File: src/design/ebrg_pkg.sv
// Shared constants and types for the external bus request and grant block
package ebrg_pkg;

    // Synchroniser shape
    localparam int          SYNC_STAGES   = 2;
    localparam int          SYNC_W        = 8;

    // Bit positions inside the synchronised pin vector
    localparam int          PIN_BUS_REQ   = 0;
    localparam int          PIN_EMU_REQ   = 1;
    localparam int          PIN_EMU_EN    = 2;
    localparam int          PIN_RST       = 3;
    localparam int          PIN_EMU_RST   = 4;
    localparam int          PIN_MODE_LSB  = 5;

    // Memory mode pins
    localparam int          MODE_W        = 3;
    localparam logic [2:0]  MODE_RST      = 3'h0;

    // Pin levels at block reset: requests idle, emulation off, both resets held
    localparam logic [7:0]  PIN_RST_VAL   = 8'h03;

    // Bus ownership
    typedef enum logic [2:0] {
        EBRG_OWN   = 3'b001,
        EBRG_DRAIN = 3'b010,
        EBRG_GRANT = 3'b100
    } ebrg_state_e;

endpackage

File: src/design/ebrg_bus_arbiter.sv
// External bus request and grant arbiter with emulator pin switch-over
`timescale 1ns/1ps
module ebrg_bus_arbiter (
    // Clock and reset
    input  wire logic                       core_clk,
    input  wire logic                       resetn,
    // Normal bus master pins
    input  wire logic                       bus_req_n,
    output logic                            bus_grant_n,
    output logic                            bus_grant_oe,
    output logic                            grant_hang_n,
    // Emulator pins
    input  wire logic                       emulator_enable,
    input  wire logic                       emulator_reset_n,
    input  wire logic                       emulator_bus_req_n,
    output logic                            emulator_bus_grant_n,
    // Chip reset pin and memory mode straps
    input  wire logic                       reset_pin_n,
    input  wire logic [ebrg_pkg::MODE_W-1:0] mode_pins,
    // Core side
    input  wire logic                       core_acc_active,
    input  wire logic                       core_ready,
    input  wire logic                       core_ext_need,
    input  wire logic                       go_mode,
    output logic                            core_stall,
    output logic                            core_bus_granted,
    // Memory interface drive enable
    output logic                            mem_drive_en,
    // Chip reset and latched mode
    output logic                            chip_reset,
    output logic [ebrg_pkg::MODE_W-1:0]     mem_mode
);
    import ebrg_pkg::*;

    logic [SYNC_W-1:0] pins_sync;
    logic              emu_on;
    logic              req_act;
    logic              rst_act;
    logic [MODE_W-1:0] mode_sync;

    // All pins cross into the core clock here
    ebrg_sync #(
        .WIDTH   (SYNC_W),
        .RST_VAL (PIN_RST_VAL)
    ) u_sync (
        .core_clk (core_clk),
        .resetn   (resetn),
        .async_in ({mode_pins, emulator_reset_n, reset_pin_n, emulator_enable,
                    emulator_bus_req_n, bus_req_n}),
        .sync_out (pins_sync)
    );

    // Emulation swaps which pins are listened to
    always_comb begin
        emu_on    = pins_sync[PIN_EMU_EN];
        req_act   = emu_on ? !pins_sync[PIN_EMU_REQ] : !pins_sync[PIN_BUS_REQ];
        rst_act   = emu_on ? !pins_sync[PIN_EMU_RST] : !pins_sync[PIN_RST];
        mode_sync = pins_sync[PIN_MODE_LSB +: MODE_W];
    end

    // Bus ownership state
    ebrg_state_e state_q;
    ebrg_state_e state_d;

    // Not reset by chip reset, so grants work during reset and boot
    always_comb begin
        state_d = state_q;
        unique case (state_q)
            EBRG_OWN: begin
                if (req_act) begin
                    // Active access this cycle blocks the grant
                    state_d = core_acc_active ? EBRG_DRAIN : EBRG_GRANT;
                end
            end
            EBRG_DRAIN: begin
                if (!req_act) begin
                    state_d = EBRG_OWN;
                end else if (!core_acc_active) begin
                    // Gap between two accesses of one instruction is enough
                    state_d = EBRG_GRANT;
                end
            end
            EBRG_GRANT: begin
                if (!req_act) begin
                    state_d = EBRG_OWN;
                end
            end
            default: begin
                state_d = EBRG_OWN;
            end
        endcase
    end

    always_ff @(posedge core_clk or negedge resetn) begin
        if (!resetn) begin
            state_q <= EBRG_OWN;
        end else begin
            state_q <= state_d;
        end
    end

    // Pin and core outputs, all registered
    logic granted_d;
    logic stall_d;
    logic hang_d;
    logic bus_grant_n_q;
    logic bus_grant_oe_q;
    logic emu_grant_n_q;
    logic hang_n_q;
    logic stall_q;
    logic granted_q;
    logic drive_en_q;

    always_comb begin
        granted_d = (state_d == EBRG_GRANT);
        // Go mode stalls only when the bus is actually needed
        stall_d   = granted_d && (!go_mode || core_ext_need);
        hang_d    = stall_d && core_ready;
    end

    always_ff @(posedge core_clk or negedge resetn) begin
        if (!resetn) begin
            bus_grant_n_q  <= 1'b1;
            bus_grant_oe_q <= 1'b1;
            emu_grant_n_q  <= 1'b1;
            hang_n_q       <= 1'b1;
            stall_q        <= 1'b0;
            granted_q      <= 1'b0;
            drive_en_q     <= 1'b1;
        end else begin
            bus_grant_n_q  <= !(granted_d && !emu_on);
            bus_grant_oe_q <= !emu_on;
            emu_grant_n_q  <= !(granted_d && emu_on);
            hang_n_q       <= !hang_d;
            stall_q        <= stall_d;
            granted_q      <= granted_d;
            drive_en_q     <= !granted_d;
        end
    end

    assign bus_grant_n          = bus_grant_n_q;
    assign bus_grant_oe         = bus_grant_oe_q;
    assign emulator_bus_grant_n = emu_grant_n_q;
    assign grant_hang_n         = hang_n_q;
    assign core_stall           = stall_q;
    assign core_bus_granted     = granted_q;
    assign mem_drive_en         = drive_en_q;

    // Chip reset and mode latch; straps caught on release, never at async reset
    // Sync bank wakes with resets held, so the first latch sees the real straps
    logic              chip_rst_q;
    logic              chip_rst_d;
    logic [MODE_W-1:0] mode_q;
    logic [MODE_W-1:0] mode_d;

    always_comb begin
        chip_rst_d = rst_act;
        mode_d     = mode_q;
        // The reset source selected by emulation relatches the straps at its release
        if (chip_rst_q && !rst_act) begin
            mode_d = mode_sync;
        end
    end

    always_ff @(posedge core_clk or negedge resetn) begin
        if (!resetn) begin
            chip_rst_q <= 1'b1;
            mode_q     <= MODE_RST;
        end else begin
            chip_rst_q <= chip_rst_d;
            mode_q     <= mode_d;
        end
    end

    assign chip_reset = chip_rst_q;
    assign mem_mode   = mode_q;

    // Checks

    AST_GRANT_NEXT: assert property (@(posedge core_clk) disable iff (!resetn)
        (state_q == EBRG_OWN && req_act && !core_acc_active)
        |=> (granted_q && !mem_drive_en && (go_mode || core_stall)))
        else $error("grant not given the cycle after an idle request");

    AST_GO_RUNS: assert property (@(posedge core_clk) disable iff (!resetn)
        (state_d == EBRG_GRANT && go_mode && !core_ext_need) |=> !core_stall)
        else $error("core stalled in go mode without external need");

    AST_NO_GRANT_IN_ACCESS: assert property (@(posedge core_clk) disable iff (!resetn)
        $rose(granted_q) |-> !$past(core_acc_active))
        else $error("grant raised while an access was active");

    AST_DRAIN_WAITS: assert property (@(posedge core_clk) disable iff (!resetn)
        (state_q == EBRG_DRAIN && req_act && core_acc_active)[*2] |-> !granted_q)
        else $error("grant given during a running access");

    AST_RELEASE: assert property (@(posedge core_clk) disable iff (!resetn)
        (granted_q && !req_act) |=> (!granted_q && mem_drive_en && !core_stall
                                     && bus_grant_n && emulator_bus_grant_n))
        else $error("bus not returned after request dropped");

    AST_GRANT_IN_RESET: assert property (@(posedge core_clk) disable iff (!resetn)
        (chip_reset && state_q == EBRG_OWN && req_act && !core_acc_active) |=> granted_q)
        else $error("grant not honoured during chip reset");

    AST_HANG_ONLY_GRANTED: assert property (@(posedge core_clk) disable iff (!resetn)
        !grant_hang_n |-> (granted_q && core_stall))
        else $error("grant hang without a stalling grant");

    AST_HANG_SET: assert property (@(posedge core_clk) disable iff (!resetn)
        (state_q == EBRG_GRANT && req_act && core_ready && !go_mode) |=> !grant_hang_n)
        else $error("grant hang missing while core is blocked");

    AST_BOTH_RELEASE: assert property (@(posedge core_clk) disable iff (!resetn)
        (!grant_hang_n && !req_act) |=> (grant_hang_n && !granted_q))
        else $error("grant or hang held after release");

    AST_EMU_TRISTATE: assert property (@(posedge core_clk) disable iff (!resetn)
        emu_on |=> (!bus_grant_oe && bus_grant_n))
        else $error("normal grant driven during emulation");

    AST_EMU_GRANT_PIN: assert property (@(posedge core_clk) disable iff (!resetn)
        (emu_on && granted_d) |=> !emulator_bus_grant_n)
        else $error("emulator grant pin not asserted");

    AST_MODE_RELATCH: assert property (@(posedge core_clk) disable iff (!resetn)
        $fell(chip_reset) |-> (mem_mode == $past(mode_sync)))
        else $error("mode not relatched at reset release");

    AST_REQ_SYNCED: assert property (@(posedge core_clk) disable iff (!resetn)
        (!emulator_enable && bus_req_n)[*3] ##0 (!emu_on && state_q == EBRG_OWN)
        |=> !granted_q)
        else $error("grant from an unsynchronised request");

    // Grant in a gap, hold and drop
    AST_GAP_GRANT: assert property (@(posedge core_clk) disable iff (!resetn)
        (state_q == EBRG_DRAIN && req_act && !core_acc_active)
        |=> (granted_q && !mem_drive_en))
        else $error("grant missing in the gap between two accesses");

    AST_GRANT_HOLDS: assert property (@(posedge core_clk) disable iff (!resetn)
        (granted_q && req_act) |=> granted_q)
        else $error("grant dropped while still requested");

    AST_GRANT_NEEDS_REQ: assert property (@(posedge core_clk) disable iff (!resetn)
        granted_q |-> $past(req_act))
        else $error("grant held without a request");

    // Drivers, stall and hang
    AST_DRIVE_MATCHES: assert property (@(posedge core_clk) disable iff (!resetn)
        mem_drive_en == !core_bus_granted)
        else $error("memory drivers on while granted");

    AST_STALL_NEEDS_GRANT: assert property (@(posedge core_clk) disable iff (!resetn)
        core_stall |-> core_bus_granted)
        else $error("stall without a grant");

    AST_GO_STALL_ON_NEED: assert property (@(posedge core_clk) disable iff (!resetn)
        (state_d == EBRG_GRANT && go_mode && core_ext_need)
        |=> core_stall)
        else $error("go mode did not stall on external need");

    AST_HANG_NEEDS_READY: assert property (@(posedge core_clk) disable iff (!resetn)
        !grant_hang_n |-> $past(core_ready))
        else $error("grant hang while core not ready");

    // Emulation and chip reset tracking
    AST_EMU_IGNORES_NORMAL: assert property (@(posedge core_clk) disable iff (!resetn)
        (emu_on && state_q == EBRG_OWN && pins_sync[PIN_EMU_REQ])
        |=> !granted_q)
        else $error("normal request honoured during emulation");

    AST_CHIP_RST_TRACK: assert property (@(posedge core_clk) disable iff (!resetn)
        chip_reset == $past(rst_act))
        else $error("chip reset does not follow the selected reset pin");

    AST_MODE_HOLD: assert property (@(posedge core_clk) disable iff (!resetn)
        !chip_reset |=> $stable(mem_mode))
        else $error("memory mode changed outside a reset release");

    COV_IDLE_GRANT: cover property (@(posedge core_clk) disable iff (!resetn)
        state_q == EBRG_OWN ##1 state_q == EBRG_GRANT ##[1:20] state_q == EBRG_OWN);

    COV_DRAIN_GRANT: cover property (@(posedge core_clk) disable iff (!resetn)
        state_q == EBRG_DRAIN ##1 state_q == EBRG_GRANT);

    COV_GO_MODE_HANG: cover property (@(posedge core_clk) disable iff (!resetn)
        granted_q && go_mode && !core_stall ##[1:10] !grant_hang_n);

    COV_EMU_RESET: cover property (@(posedge core_clk) disable iff (!resetn)
        emu_on && $fell(chip_reset));

    COV_EMU_GRANT: cover property (@(posedge core_clk) disable iff (!resetn)
        emu_on && !emulator_bus_grant_n && !mem_drive_en);

endmodule

File: src/design/ebrg_sync.sv
// Two-flop synchroniser bank for asynchronous pin inputs
`timescale 1ns/1ps
module ebrg_sync #(
    parameter int               WIDTH   = ebrg_pkg::SYNC_W,
    parameter logic [WIDTH-1:0] RST_VAL = ebrg_pkg::PIN_RST_VAL
) (
    // Clock and reset
    input  wire logic             core_clk,
    input  wire logic             resetn,
    // Pins in, clean levels out
    input  wire logic [WIDTH-1:0] async_in,
    output logic      [WIDTH-1:0] sync_out
);
    import ebrg_pkg::*;

    logic [WIDTH-1:0] meta_q;
    logic [WIDTH-1:0] meta_d;
    logic [WIDTH-1:0] sync_q;
    logic [WIDTH-1:0] sync_d;

    // First stage is read only by the second
    always_comb begin
        meta_d = async_in;
        sync_d = meta_q;
    end

    always_ff @(posedge core_clk or negedge resetn) begin
        if (!resetn) begin
            meta_q <= RST_VAL;
            sync_q <= RST_VAL;
        end else begin
            meta_q <= meta_d;
            sync_q <= sync_d;
        end
    end

    assign sync_out = sync_q;

endmodule

File: config.mk
export PLATFORM = sky130hd
export DESIGN_NAME = ebrg_bus_arbiter
export DESIGN_NICKNAME = d
export VERILOG_FILES = /design/src/design/ebrg_pkg.sv /design/src/design/ebrg_bus_arbiter.sv /design/src/design/ebrg_sync.sv
export SDC_FILE = /design/constraint.sdc
export NUM_CORES = 1
export LEC_CHECK = 0
export ABC_AREA = 1
export BUFFER_PORTS_ARGS = -buffer_cell sky130_fd_sc_hd__buf_2
export CAP_MARGIN = 0
export CORE_AREA = 4 4 63 65
export DETAILED_ROUTE_END_ITERATION = 10
export DIE_AREA = 0 0 67 69
export HOLD_SLACK_MARGIN = 0.15
export SKIP_CTS_REPAIR_TIMING = 1
export SLEW_MARGIN = 10
export SYNTH_ARGS = -nofsm -noshare
export SYNTH_HDL_FRONTEND = slang
export SYNTH_SLANG_ARGS = --single-unit
File: constraint.sdc
create_clock -name core_clk -period 2.7 [get_ports core_clk]
set_clock_uncertainty 0.1 [all_clocks]
set_input_delay 0.675 -clock core_clk [delete_from_list [all_inputs] [get_ports core_clk]]
set_output_delay 0.675 -clock core_clk [all_outputs]
set_load 0.03 [all_outputs]
* Word level (Yosys, flattened, before mapping)
Index checks and enable logic that the tools add are counted.
Operators by class: equality and inequality tests 4, multiplexer cells 8, reductions and logical operators 17
Operators with widths (number):
- $mux W3 | 5
- $logic_not A1 Y1 | 11
- $pmux W3 S3 | 1
- $eq A3 B3 Y1 const B | 2
- $logic_and A1 B1 Y1 | 5
- $eq A3 B1 Y1 const B | 1
- $eq A3 B2 Y1 const B | 1
- $mux W1 | 2
- $logic_or A1 B1 Y1 | 1
Storage, ports and cells: bits in registers 30, input port bits 14, output and inout bits 11, word-level logic and storage cells 41

* Longest topological paths before layout
Gate-level depths: netlist of the first run.
depth after elaboration 8, depth in mapped cells 8, gate-level depth less buffers 8

* Hierarchy
A second synthesis of the first run with hierarchy kept.
Unflattened totals: cells, all modules 73, area total of the unflattened synthesis 982.2 um^2
By module, submodules not included:
- ebrg_bus_arbiter | times used 1, cells an instance 57, area an instance 576.8 um^2, seq. area each 359.1 um^2
- ebrg_sync | times used 1, cells an instance 16, area an instance 405.4 um^2, seq. area each 405.4 um^2

* Worst setup path before layout of the first run
Ideal clock, no wire load.
kind register to output, start register chip_rst_q, in the netlist chip_reset, end output chip_reset, data arrival time 622 ps, data required time 1925 ps, path slack 1303 ps, stages on the path, launching flop included 1, path buffers 0, cell sequence dfstp_2
RTL lines:
- start, declared | line ebrg_bus_arbiter.sv:151 | logic chip_rst_q;
- start signal, assigned | line ebrg_bus_arbiter.sv:170 | chip_rst_q <= chip_rst_d;
- end, declared | line ebrg_bus_arbiter.sv:30 | output logic chip_reset,
No word-level cell between the ends.

* Worst setup path in the final report of the first run
start register chip_rst_q, in the netlist chip_reset, end output chip_reset
No word-level cell between the ends.

==> metrics.md, run 1 <==
| Metric | Value |
|---|---|
| Run status | `completed` |
| Post-route minimum period | `1.86 ns` |
| First-pass GRT wire length | `about 2500 um` |
| Met2 global-route usage | `0.114` |
| R2r endpoint | `bus_grant_n` |
| # placed instances | `about 140` |
| Largest net degree at the start of global routing | `31` |
| Worst-Margin Slew | `around 0.6 ns` |
| Initial Util | `0.298` |
| Post-synthesis sequential area ratio | `0.768` |
| DRT Wirelength | `roughly 1400 um` |
| Slew Limit Fails | `0` |
| Buf/Inv on CP | `1` |
| Placed instance area | `1170 sq um` |
| Syn Inst Count | `approximately 70` |
| CTS tree | `yes` |
| CP peak stage delay | `roughly 0.57 ns` |
| Die width | `about 67 um` |
| LEAKAGE | `just over 0.6 nW` |
| Root buffer cell | `clkbuf_4` |
| Top post-synthesis cells by area | `dfrtp_1, dfstp_2, nand2_1, nand2_2, nand3_1` |
| Hold depth | `0` |
| Avg Inst Size Synth | `roughly 14 sq um` |
| Peak supply drop | `approximately 0.00034 V` |
| Grt peak-use layer | `met2` |
| Finished Cell Area | `between 1000 and 1500 sq um` |
| Flops & latches, synth | `30` |
| CP Capture Type | `output port` |
| Antenna violations before repair | `0` |
| I/O Buffers | `24` |
| Endpoints failing hold | `0` |
| Drc violations | `0` |
| Layout Cells excl Fill | `150` |
| Post-Synthesis Cell Area | `about 1000 sq um` |
| Number of detailed-route iterations in the first pass | `2` |
| Final Net Count | `117` |
| Fin crit share | `0.687` |
| Core Rows | `21` |
| CTS buffer count | `5` |
| Setup tns final | `0 ns` |
| Syn nets | `86` |
| Worst relative slew slack | `0.599` |
| DP Wirelength | `about 1000 um` |
| Unique masters post-synth | `16` |
| Synth-to-layout area growth | `23.9%` |
| Worst-path cell chain | `buf_2` |
| Hold EP | `u_sync.sync_out[5]` |
| Worst-path maximum fanout | `5` |
| FF-to-FF path depth | `7` |
| R2R Setup Slk | `between 1 and 1.5 ns` |
| Via density | `3.64` |
| Maximum clock rate | `roughly 540 MHz` |
| PD cells | `approximately 890 nW/um^2` |
| Worst skew pair latency | `0.31 ns` |
| Worst setup SP type | `flip-flop` |
| Vias in the first global route | `between 500 and 600` |
| Fill cell count | `between 300 and 400` |
| CP Class | `reg -> out` |
| GR Util All Layers | `0.0750` |
| Final setup fails | `0` |
| Die ar. | `4620 sq um` |
| YS warnings | `0` |
| Antenna-violating nets left | `0` |
| Slowest cell on crit path | `dfstp_2` |
| H-tree levels | `2` |
| I/O pins | `25` |
| Gr ovfl total | `0` |
| Met3 GRT Util | `0.0260` |
| Grt met1 use | `0.0761` |
| Via count | `between 500 and 600` |
| Core Area | `approximately 3300 sq um` |
| Die H | `a little under 70 um` |
| Core Util, Final | `0.370` |
| GP Congestion | `approximately 0.61` |
| Wirelength per Cell | `a little over 9 um` |
| Worst min-delay path class | `reg -> reg` |
| RSZ-0062 raised after global routing | `false` |
| Total chip power | `1.09 mW` |
| Fraction of layout cells with a size suffix above 1 | `0.548` |
| Critical path data arrival time | `~1.1 ns` |
| CP delay by family, top | `flip-flops` |
| Antenna diodes | `0` |
| Hold Startpoint | `u_sync.meta_q[5]` |
| Area share of the largest cell type after synthesis | `0.477` |
| Clock Pin Slew Worst Setup and Hold Paths | `0.09 ns` |
| Worst path required time | `1.92 ns` |
| Max Cap Viol | `0` |
| Largest buffer count on any clock path | `2` |
| Initial DRC count | `18` |
| R2R Path Start | `state_q[0]` |
| Largest area contributor in the netlist | `dfrtp_1` |
| Clock sink count | `30` |
==> kinds of logic after synthesis <==
kind of cell | Yosys count | synth area share
buffers and inverters | 8 | 0.0314
AOI/OAI and AO/OA | 1 | 0.00880
DFF | 30 | 0.768
and+or+nand+nor | 33 | 0.192
==> metrics by stage <==
stage	setup slack, ns	hold slack [ns]
CTS	0.812	0.248
global route	0.782	0.256
detailed placement	1.18	0.235
global placement	1.19	0.236
finish	0.844	0.250
floorplan	1.30	0.231
==> cell usage after synthesis, drive strengths merged <==
library cell and instances:
nand2 22, inv 7, nor2 5, nand3 5, dfstp 11, nand4 1
dfrtp 19, a21oi 1, clkinv 1
==> registers in the layout, indices dropped and copies added (netlist names) <==
| register | flops |
|---|---|
| bus_grant_n | 1 |
| bus_grant_oe | 1 |
| chip_reset | 1 |
| core_bus_granted | 1 |
| core_stall | 1 |
| emulator_bus_grant_n | 1 |
| grant_hang_n | 1 |
| mem_drive_en | 1 |
| mem_mode | 3 |
| state_q | 3 |
| u_sync.meta_q | 8 |
| u_sync.sync_out | 8 |
==> metal layers <==
layer | wire [um] | part of all wire
met1 | 553 | 0.41
met2 | 644 | 0.47
met3 | 99 | 0.073
met4 | 59 | 0.043
met5 | 0 | 0
==> report_power, final <==
group / total (mW) / leakage [nW] / internal (mW) / switching [mW]
Clock: 0.261 / 0.0353 / 0.126 / 0.135
Combinational: 0.279 / 0.228 / 0.0851 / 0.194
Sequential: 0.555 / 0.345 / 0.531 / 0.0233
==> worst max-delay path by stage <==
stage                          start          to  cells past startpoint
after floorplan           chip_reset  chip_reset                      0
after global placement    chip_reset  chip_reset                      1
after detailed placement  chip_reset  chip_reset                      1
after CTS                 chip_reset  chip_reset                      1
after global routing      chip_reset  chip_reset                      1
final                     chip_reset  chip_reset                      1
==> cell usage in the layout, fill, tap and decap left out, drive strengths merged <==
cell	n
clkbuf	7
nand2	22
buf	24
inv	7
clkinv	2
a21oi	1
nor2	5
dfrtp	19
nand4	1
dfstp	11
nand3	5
==> final cells by class <==
cell class / count / area (sq um) / share of cell area
clock buffer: 7 / 55.1 / 0.0446
clock inverter: 1 / 5.00 / 0.00406
timing repair buffer: 24 / 120 / 0.0974
multi-input combinational: 34 / 200 / 0.162
inverter: 8 / 31.3 / 0.0254
tap: 46 / 57.6 / 0.0467
sequential: 30 / 764 / 0.620
Note: power is estimated with default switching activity, not from simulation.
==> inputs of run 2 (changes only) <==
==> constraint.sdc (replaced) <==
create_clock -name core_clk -period 1.6 [get_ports core_clk]
set_clock_uncertainty 0.1 [all_clocks]
set_input_delay 0.4 -clock core_clk [delete_from_list [all_inputs] [get_ports core_clk]]
set_output_delay 0.4 -clock core_clk [all_outputs]
set_load 0.03 [all_outputs]
==> metrics.md, run 2 (synthesis gave the netlist of run 1 again) <==
| Metric | Value |
|---|---|
| FF-to-FF path depth | `7 (unchanged)` |
| Endpoints failing hold | `0 (unchanged)` |
| Via density | `3.78 (was 3.64)` |
| R2r endpoint | `bus_grant_n (unchanged)` |
| Slowest cell on crit path | `dfstp_2 (unchanged)` |
| Die width | `67 um (unchanged)` |
| GR Util All Layers | `0.0713 (was 0.0750)` |
| Max Cap Viol | `0 (unchanged)` |
| Die ar. | `4620 sq um (unchanged)` |
| R2R Path Start | `state_q[0] (unchanged)` |
| Maximum clock rate | `about 650 MHz` |
| GP Congestion | `0.614 (was 0.608)` |
| Placed instance area | `1170 sq um (unchanged)` |
| Antenna-violating nets left | `0 (unchanged)` |
| Die H | `69 um (unchanged)` |
| Multi-input gate area | `200 sq um (unchanged)` |
| Finished Cell Area | `1330 sq um (was 1230 sq um)` |
| Vias in the first global route | `602 (was 591)` |
| CTS buffer count | `5 (unchanged)` |
| Worst relative slew slack | `0.598 (was 0.599)` |
| Core Rows | `21 (unchanged)` |
| Clock sink count | `30 (unchanged)` |
| Buf/Inv on CP | `1 (unchanged)` |
| # placed instances | `142 (unchanged)` |
| Core Util, Final | `0.398 (was 0.370)` |
| DRT Wirelength | `1350 um (was 1360 um)` |
| Post-route minimum period | `~1.5 ns` |
| Core Area | `3340 sq um (unchanged)` |
| Sequential Area | `764 sq um (unchanged)` |
| CP peak stage delay | `0.57 ns (about the same)` |
| DP Wirelength | `1010 um (was 1020 um)` |
| H-tree levels | `2 (unchanged)` |
| Worst min-delay path class | `in -> reg (was reg -> reg)` |
| Drc violations | `0 (unchanged)` |
| I/O Buffers | `24 (unchanged)` |
| Worst-path cell chain | `buf_4 (was buf_2)` |
| Worst-path maximum fanout | `5 (unchanged)` |
| Worst setup SP type | `flip-flop (unchanged)` |
| Layout Cells excl Fill | `160 (was 150)` |
| Fraction of layout cells with a size suffix above 1 | `0.500 (was 0.548)` |
| CP Class | `reg -> out (unchanged)` |
| CP Capture Type | `output port (unchanged)` |
| Worst path required time | `1.10 ns (was 1.92 ns)` |
| Fin crit share | `0.960` |
| Hold EP | `core_stall (was u_sync.sync_out[5])` |
| Fill cell count | `322 (was 336)` |
| Slew Limit Fails | `0 (unchanged)` |
| Final Net Count | `127 (was 117)` |
| R2R Setup Slk | `0.34 ns (was 1.43 ns)` |
| Antenna violations before repair | `0 (unchanged)` |
| CP delay by family, top | `flip-flops (unchanged)` |
| Largest buffer count on any clock path | `2 (unchanged)` |
| RSZ-0062 raised after global routing | `false (unchanged)` |
| PD cells | `1370 nW/um^2 (was 888 nW/um^2)` |
| Run status | `completed (unchanged)` |
| Largest net degree at the start of global routing | `31 (unchanged)` |
| Root buffer cell | `clkbuf_4 (unchanged)` |
| Wirelength per Cell | `8.45 um (was 9.05 um)` |
| Peak supply drop | `0.000538 V (was 0.000344 V)` |
| Most common cell after layout, fill and taps aside | `buf_2 (unchanged)` |
| Total chip power | `1.82 mW (was 1.09 mW)` |
| Clock Pin Slew Worst Setup and Hold Paths | `0.08 ns (was 0.09 ns)` |
| I/O pins | `25 (unchanged)` |
| Hold Startpoint | `core_ext_need (was u_sync.meta_q[5])` |
| Hold depth | `3 (was 0)` |
| CTS tree | `yes (unchanged)` |
| Worst skew pair latency | `0.31 ns (about the same)` |
| Initial DRC count | `11 (was 18)` |
| First-pass GRT wire length | `2420 um (was 2500 um)` |
| Most frequent cells in the layout | `buf_2, dfrtp_1, nand2_1 (unchanged)` |
| Final setup fails | `0 (unchanged)` |
| Gr ovfl total | `0 (unchanged)` |
| Setup tns final | `0 ns (unchanged)` |
| Worst-Margin Slew | `0.603 ns (was 0.602 ns)` |
| Synth-to-layout area growth | `33.3% (was 23.9%)` |
| Via count | `604 (was 546)` |
| Antenna diodes | `0 (unchanged)` |
| Initial Util | `0.298 (unchanged)` |
| LEAKAGE | `0.648 nW (was 0.609 nW)` |
| Critical path data arrival time | `1.04 ns (was 1.08 ns)` |
| Number of detailed-route iterations in the first pass | `3 (was 2)` |
[run 2: cell types whose count changed in the layout (fill, tap and decap cells not counted), sizes merged]
cell and delta:
dlygate4sd3 +10, clkinv +1, clkbuf -1
[run 2: cell type report]
cell class | count | share of cell area
Sequential cell | 30 | 0.576
Timing Repair Buffer | 34 | 0.168
Multi-Input combinational cell | 34 | 0.151
Tap cell | 46 | 0.0434
Clock buffer | 6 | 0.0311
Inverter | 8 | 0.0236
Clock inverter | 2 | 0.00754
[run 2: worst max path at each step]
stage	endpoint	slack [ns]	cells past startpoint	start
final	chip_reset	0.06	1	chip_reset
after floorplan	emulator_bus_grant_n	0.40	7	state_q[0]
after global routing	chip_reset	0.02	1	chip_reset
after CTS	chip_reset	-0.0004	1	chip_reset
after global placement	chip_reset	0.37	1	chip_reset
after detailed placement	bus_grant_n	0.33	7	state_q[0]
[run 2: per-stage QoR]
stage | hold WS (ns) | setup WS, ns
3_3_place_gp | 0.236 | 0.365
5_1_grt | 0.230 | 0.0168
3_5_place_dp | 0.235 | 0.333
6_report | 0.236 | 0.0636
4_1_cts | -0.00843 | -0.000433
2_1_floorplan | 0.00441 | 0.400
[run 2: where the power goes]
group          total [mW]  internal [mW]  switching [mW]
clock               0.397          0.167           0.230
sequential          0.940          0.897          0.0434
combinational       0.486          0.160           0.325
total                1.82           1.22           0.598
[run 2: routing by layer]
layer	GRT usage	vias up	part of all wire
met4	0.0743	0	0.044
met3	0.0325	7	0.10
li1	-	302	-
met5	0	-	0
met1	0.0708	274	0.39
met2	0.103	21	0.46
==> inputs of run 3 (changes only) <==
--- a/config.mk
+++ b/config.mk
@@ -12,6 +12,7 @@
 export DETAILED_ROUTE_END_ITERATION = 10
 export DIE_AREA = 0 0 67 69
 export HOLD_SLACK_MARGIN = 0.15
+export RECOVER_POWER = 25
 export SKIP_CTS_REPAIR_TIMING = 1
 export SLEW_MARGIN = 10
 export SYNTH_ARGS = -nofsm -noshare
==> metrics.md, run 3 (synthesis gave the netlist of run 1 again) <==
| Metric | Value |
|---|---|
| Synth-to-layout area growth | `33.3% (unchanged)` |
| Drc violations | `0 (unchanged)` |
| Via count | `604 (unchanged)` |
| Fraction of layout cells with a size suffix above 1 | `0.491 (was 0.500)` |
| Most frequent cells in the layout | `buf_2, dfrtp_1, nand2_1 (unchanged)` |
| Total chip power | `1.82 mW (about the same)` |
| Die width | `67 um (unchanged)` |
| Post-route setup slack | `0.0636 ns (about the same)` |
| Worst path required time | `1.10 ns (about the same)` |
| Stages on the worst setup path | `1 (unchanged)` |
| RSZ-0062 raised after global routing | `false (unchanged)` |
| Clock sink count | `30 (unchanged)` |
| Antenna-violating nets left | `0 (unchanged)` |
| H-tree levels | `2 (unchanged)` |
| Layout Cells excl Fill | `160 (unchanged)` |
| # placed instances | `142 (unchanged)` |
| Vias in the first global route | `602 (unchanged)` |
| Final setup fails | `0 (unchanged)` |
| CP Class | `reg -> out (unchanged)` |
| Initial Util | `0.298 (unchanged)` |
| I/O pins | `25 (unchanged)` |
| Buf/Inv on CP | `1 (unchanged)` |
| Worst-path maximum fanout | `5 (unchanged)` |
| Slowest cell on crit path | `dfstp_2 (unchanged)` |
| R2R Setup Slk | `0.33 ns (was 0.34 ns)` |
| GR Util All Layers | `0.0713 (unchanged)` |
| GP Congestion | `0.614 (unchanged)` |
| Initial DRC count | `11 (unchanged)` |
| R2R Path Start | `state_q[0] (unchanged)` |
| PD cells | `1370 nW/um^2 (about the same)` |
| Worst setup SP type | `flip-flop (unchanged)` |
| Post-route minimum period | `1.54 ns (about the same)` |
| I/O Buffers | `24 (unchanged)` |
| Peak supply drop | `0.000538 V (unchanged)` |
| Endpoints failing hold | `0 (unchanged)` |
| Worst relative slew slack | `0.598 (unchanged)` |
| CTS buffer count | `5 (unchanged)` |
| Switching pwr | `0.598 mW (about the same)` |
| Gr ovfl total | `0 (unchanged)` |
| Antenna diodes | `0 (unchanged)` |
| Clock power share | `0.218 (about the same)` |
| Sw Ratio | `0.328 (about the same)` |
| CP Capture Type | `output port (unchanged)` |
| Via density | `3.78 (unchanged)` |
| Setup slack after placement | `0.333 ns (unchanged)` |
| Worst-path cell chain | `buf_4 (unchanged)` |
| Hold depth | `3 (unchanged)` |
| Root buffer cell | `clkbuf_4 (unchanged)` |
| Hold Slack | `0.236 ns (about the same)` |
| Fill cell count | `322 (unchanged)` |
| Die H | `69 um (unchanged)` |
| Max Cap Viol | `0 (unchanged)` |
| CP peak stage delay | `0.57 ns (about the same)` |
| CP delay by family, top | `flip-flops (unchanged)` |
| Worst-Margin Slew | `0.603 ns (unchanged)` |
| DRT Wirelength | `1350 um (about the same)` |
| Slew Limit Fails | `0 (unchanged)` |
| Final Net Count | `127 (unchanged)` |
| FF-to-FF path depth | `7 (unchanged)` |
| LEAKAGE | `0.649 nW (was 0.648 nW)` |
| Hold EP | `core_stall (unchanged)` |
| Maximum clock rate | `651 MHz (about the same)` |
| Antenna violations before repair | `0 (unchanged)` |
| Hold Startpoint | `core_ext_need (unchanged)` |
| First-pass GRT wire length | `2420 um (unchanged)` |
| Run status | `completed (unchanged)` |
| Largest buffer count on any clock path | `2 (unchanged)` |
| Number of detailed-route iterations in the first pass | `3 (unchanged)` |
| R2r endpoint | `bus_grant_n (unchanged)` |
| Critical path data arrival time | `1.04 ns (about the same)` |
| Clock Pin Slew Worst Setup and Hold Paths | `0.08 ns (about the same)` |
| Worst skew pair latency | `0.31 ns (about the same)` |
| Pint | `1.22 mW (about the same)` |
| Core Rows | `21 (unchanged)` |
| Largest net degree at the start of global routing | `31 (unchanged)` |
| Fin crit share | `0.960 (about the same)` |
| DP Wirelength | `1010 um (unchanged)` |
| Core Area | `3340 sq um (unchanged)` |
| Wirelength per Cell | `8.46 um (was 8.45 um)` |
| Worst min-delay path class | `in -> reg (unchanged)` |
| Flop pwr share | `0.516 (about the same)` |
| Die ar. | `4620 sq um (unchanged)` |
| Most common cell after layout, fill and taps aside | `buf_2 (unchanged)` |
| Gate power share | `0.266 (about the same)` |
| CTS tree | `yes (unchanged)` |
run 3: cell counts in the layout (fill, tap and decap cells not counted):
Identical to the previous run, type by type.
run 3: worst max-delay path by stage:
stage	start	to	slack [ns]
6_report	chip_reset	chip_reset	0.06
5_1_grt	chip_reset	chip_reset	0.02
4_1_cts	chip_reset	chip_reset	-0.0004
3_5_place_dp	state_q[0]	bus_grant_n	0.33
3_3_place_gp	chip_reset	chip_reset	0.37
2_1_floorplan	state_q[0]	emulator_bus_grant_n	0.40
run 3: stage by stage:
| stage | setup TNS, ns | cell area [sq um] | utilization |
|---|---|---|---|
| 2_1_floorplan | 0 | 996 | - |
| 3_3_place_gp | 0 | 1170 | 0.352 |
| 3_5_place_dp | 0 | 1170 | 0.352 |
| 4_1_cts | -0.000433 | 1220 | 0.367 |
| 5_1_grt | 0 | 1330 | 0.398 |
| 6_report | 0 | 1330 | 0.398 |
run 3: power groups by stage:
stage               combinational, mW  clock [mW]  sequential [mW]
detailed placement              0.475           0            0.956
global placement                0.466           0            0.950
floorplan                       0.229           0             1.08
CTS                             0.476       0.420            0.942
finish                          0.485       0.397            0.940
global route                    0.527       0.456            0.951
run 3: layer usage:
metal	vias up	GRT usage	share of wire
met5	-	0	0
met2	21	0.103	0.46
met4	0	0.0743	0.044
li1	302	-	-
met1	274	0.0708	0.39
met3	7	0.0325	0.10
run 3: cell type report:
class                           count  area (sq um)  area share
Sequential cell                    30           764       0.576
Timing Repair Buffer               34           223       0.168
Multi-Input combinational cell     34           200       0.151
Tap cell                           46          57.6      0.0434
Clock buffer                        6          41.3      0.0311
Inverter                            8          31.3      0.0236
Clock inverter                      2          10.0     0.00754
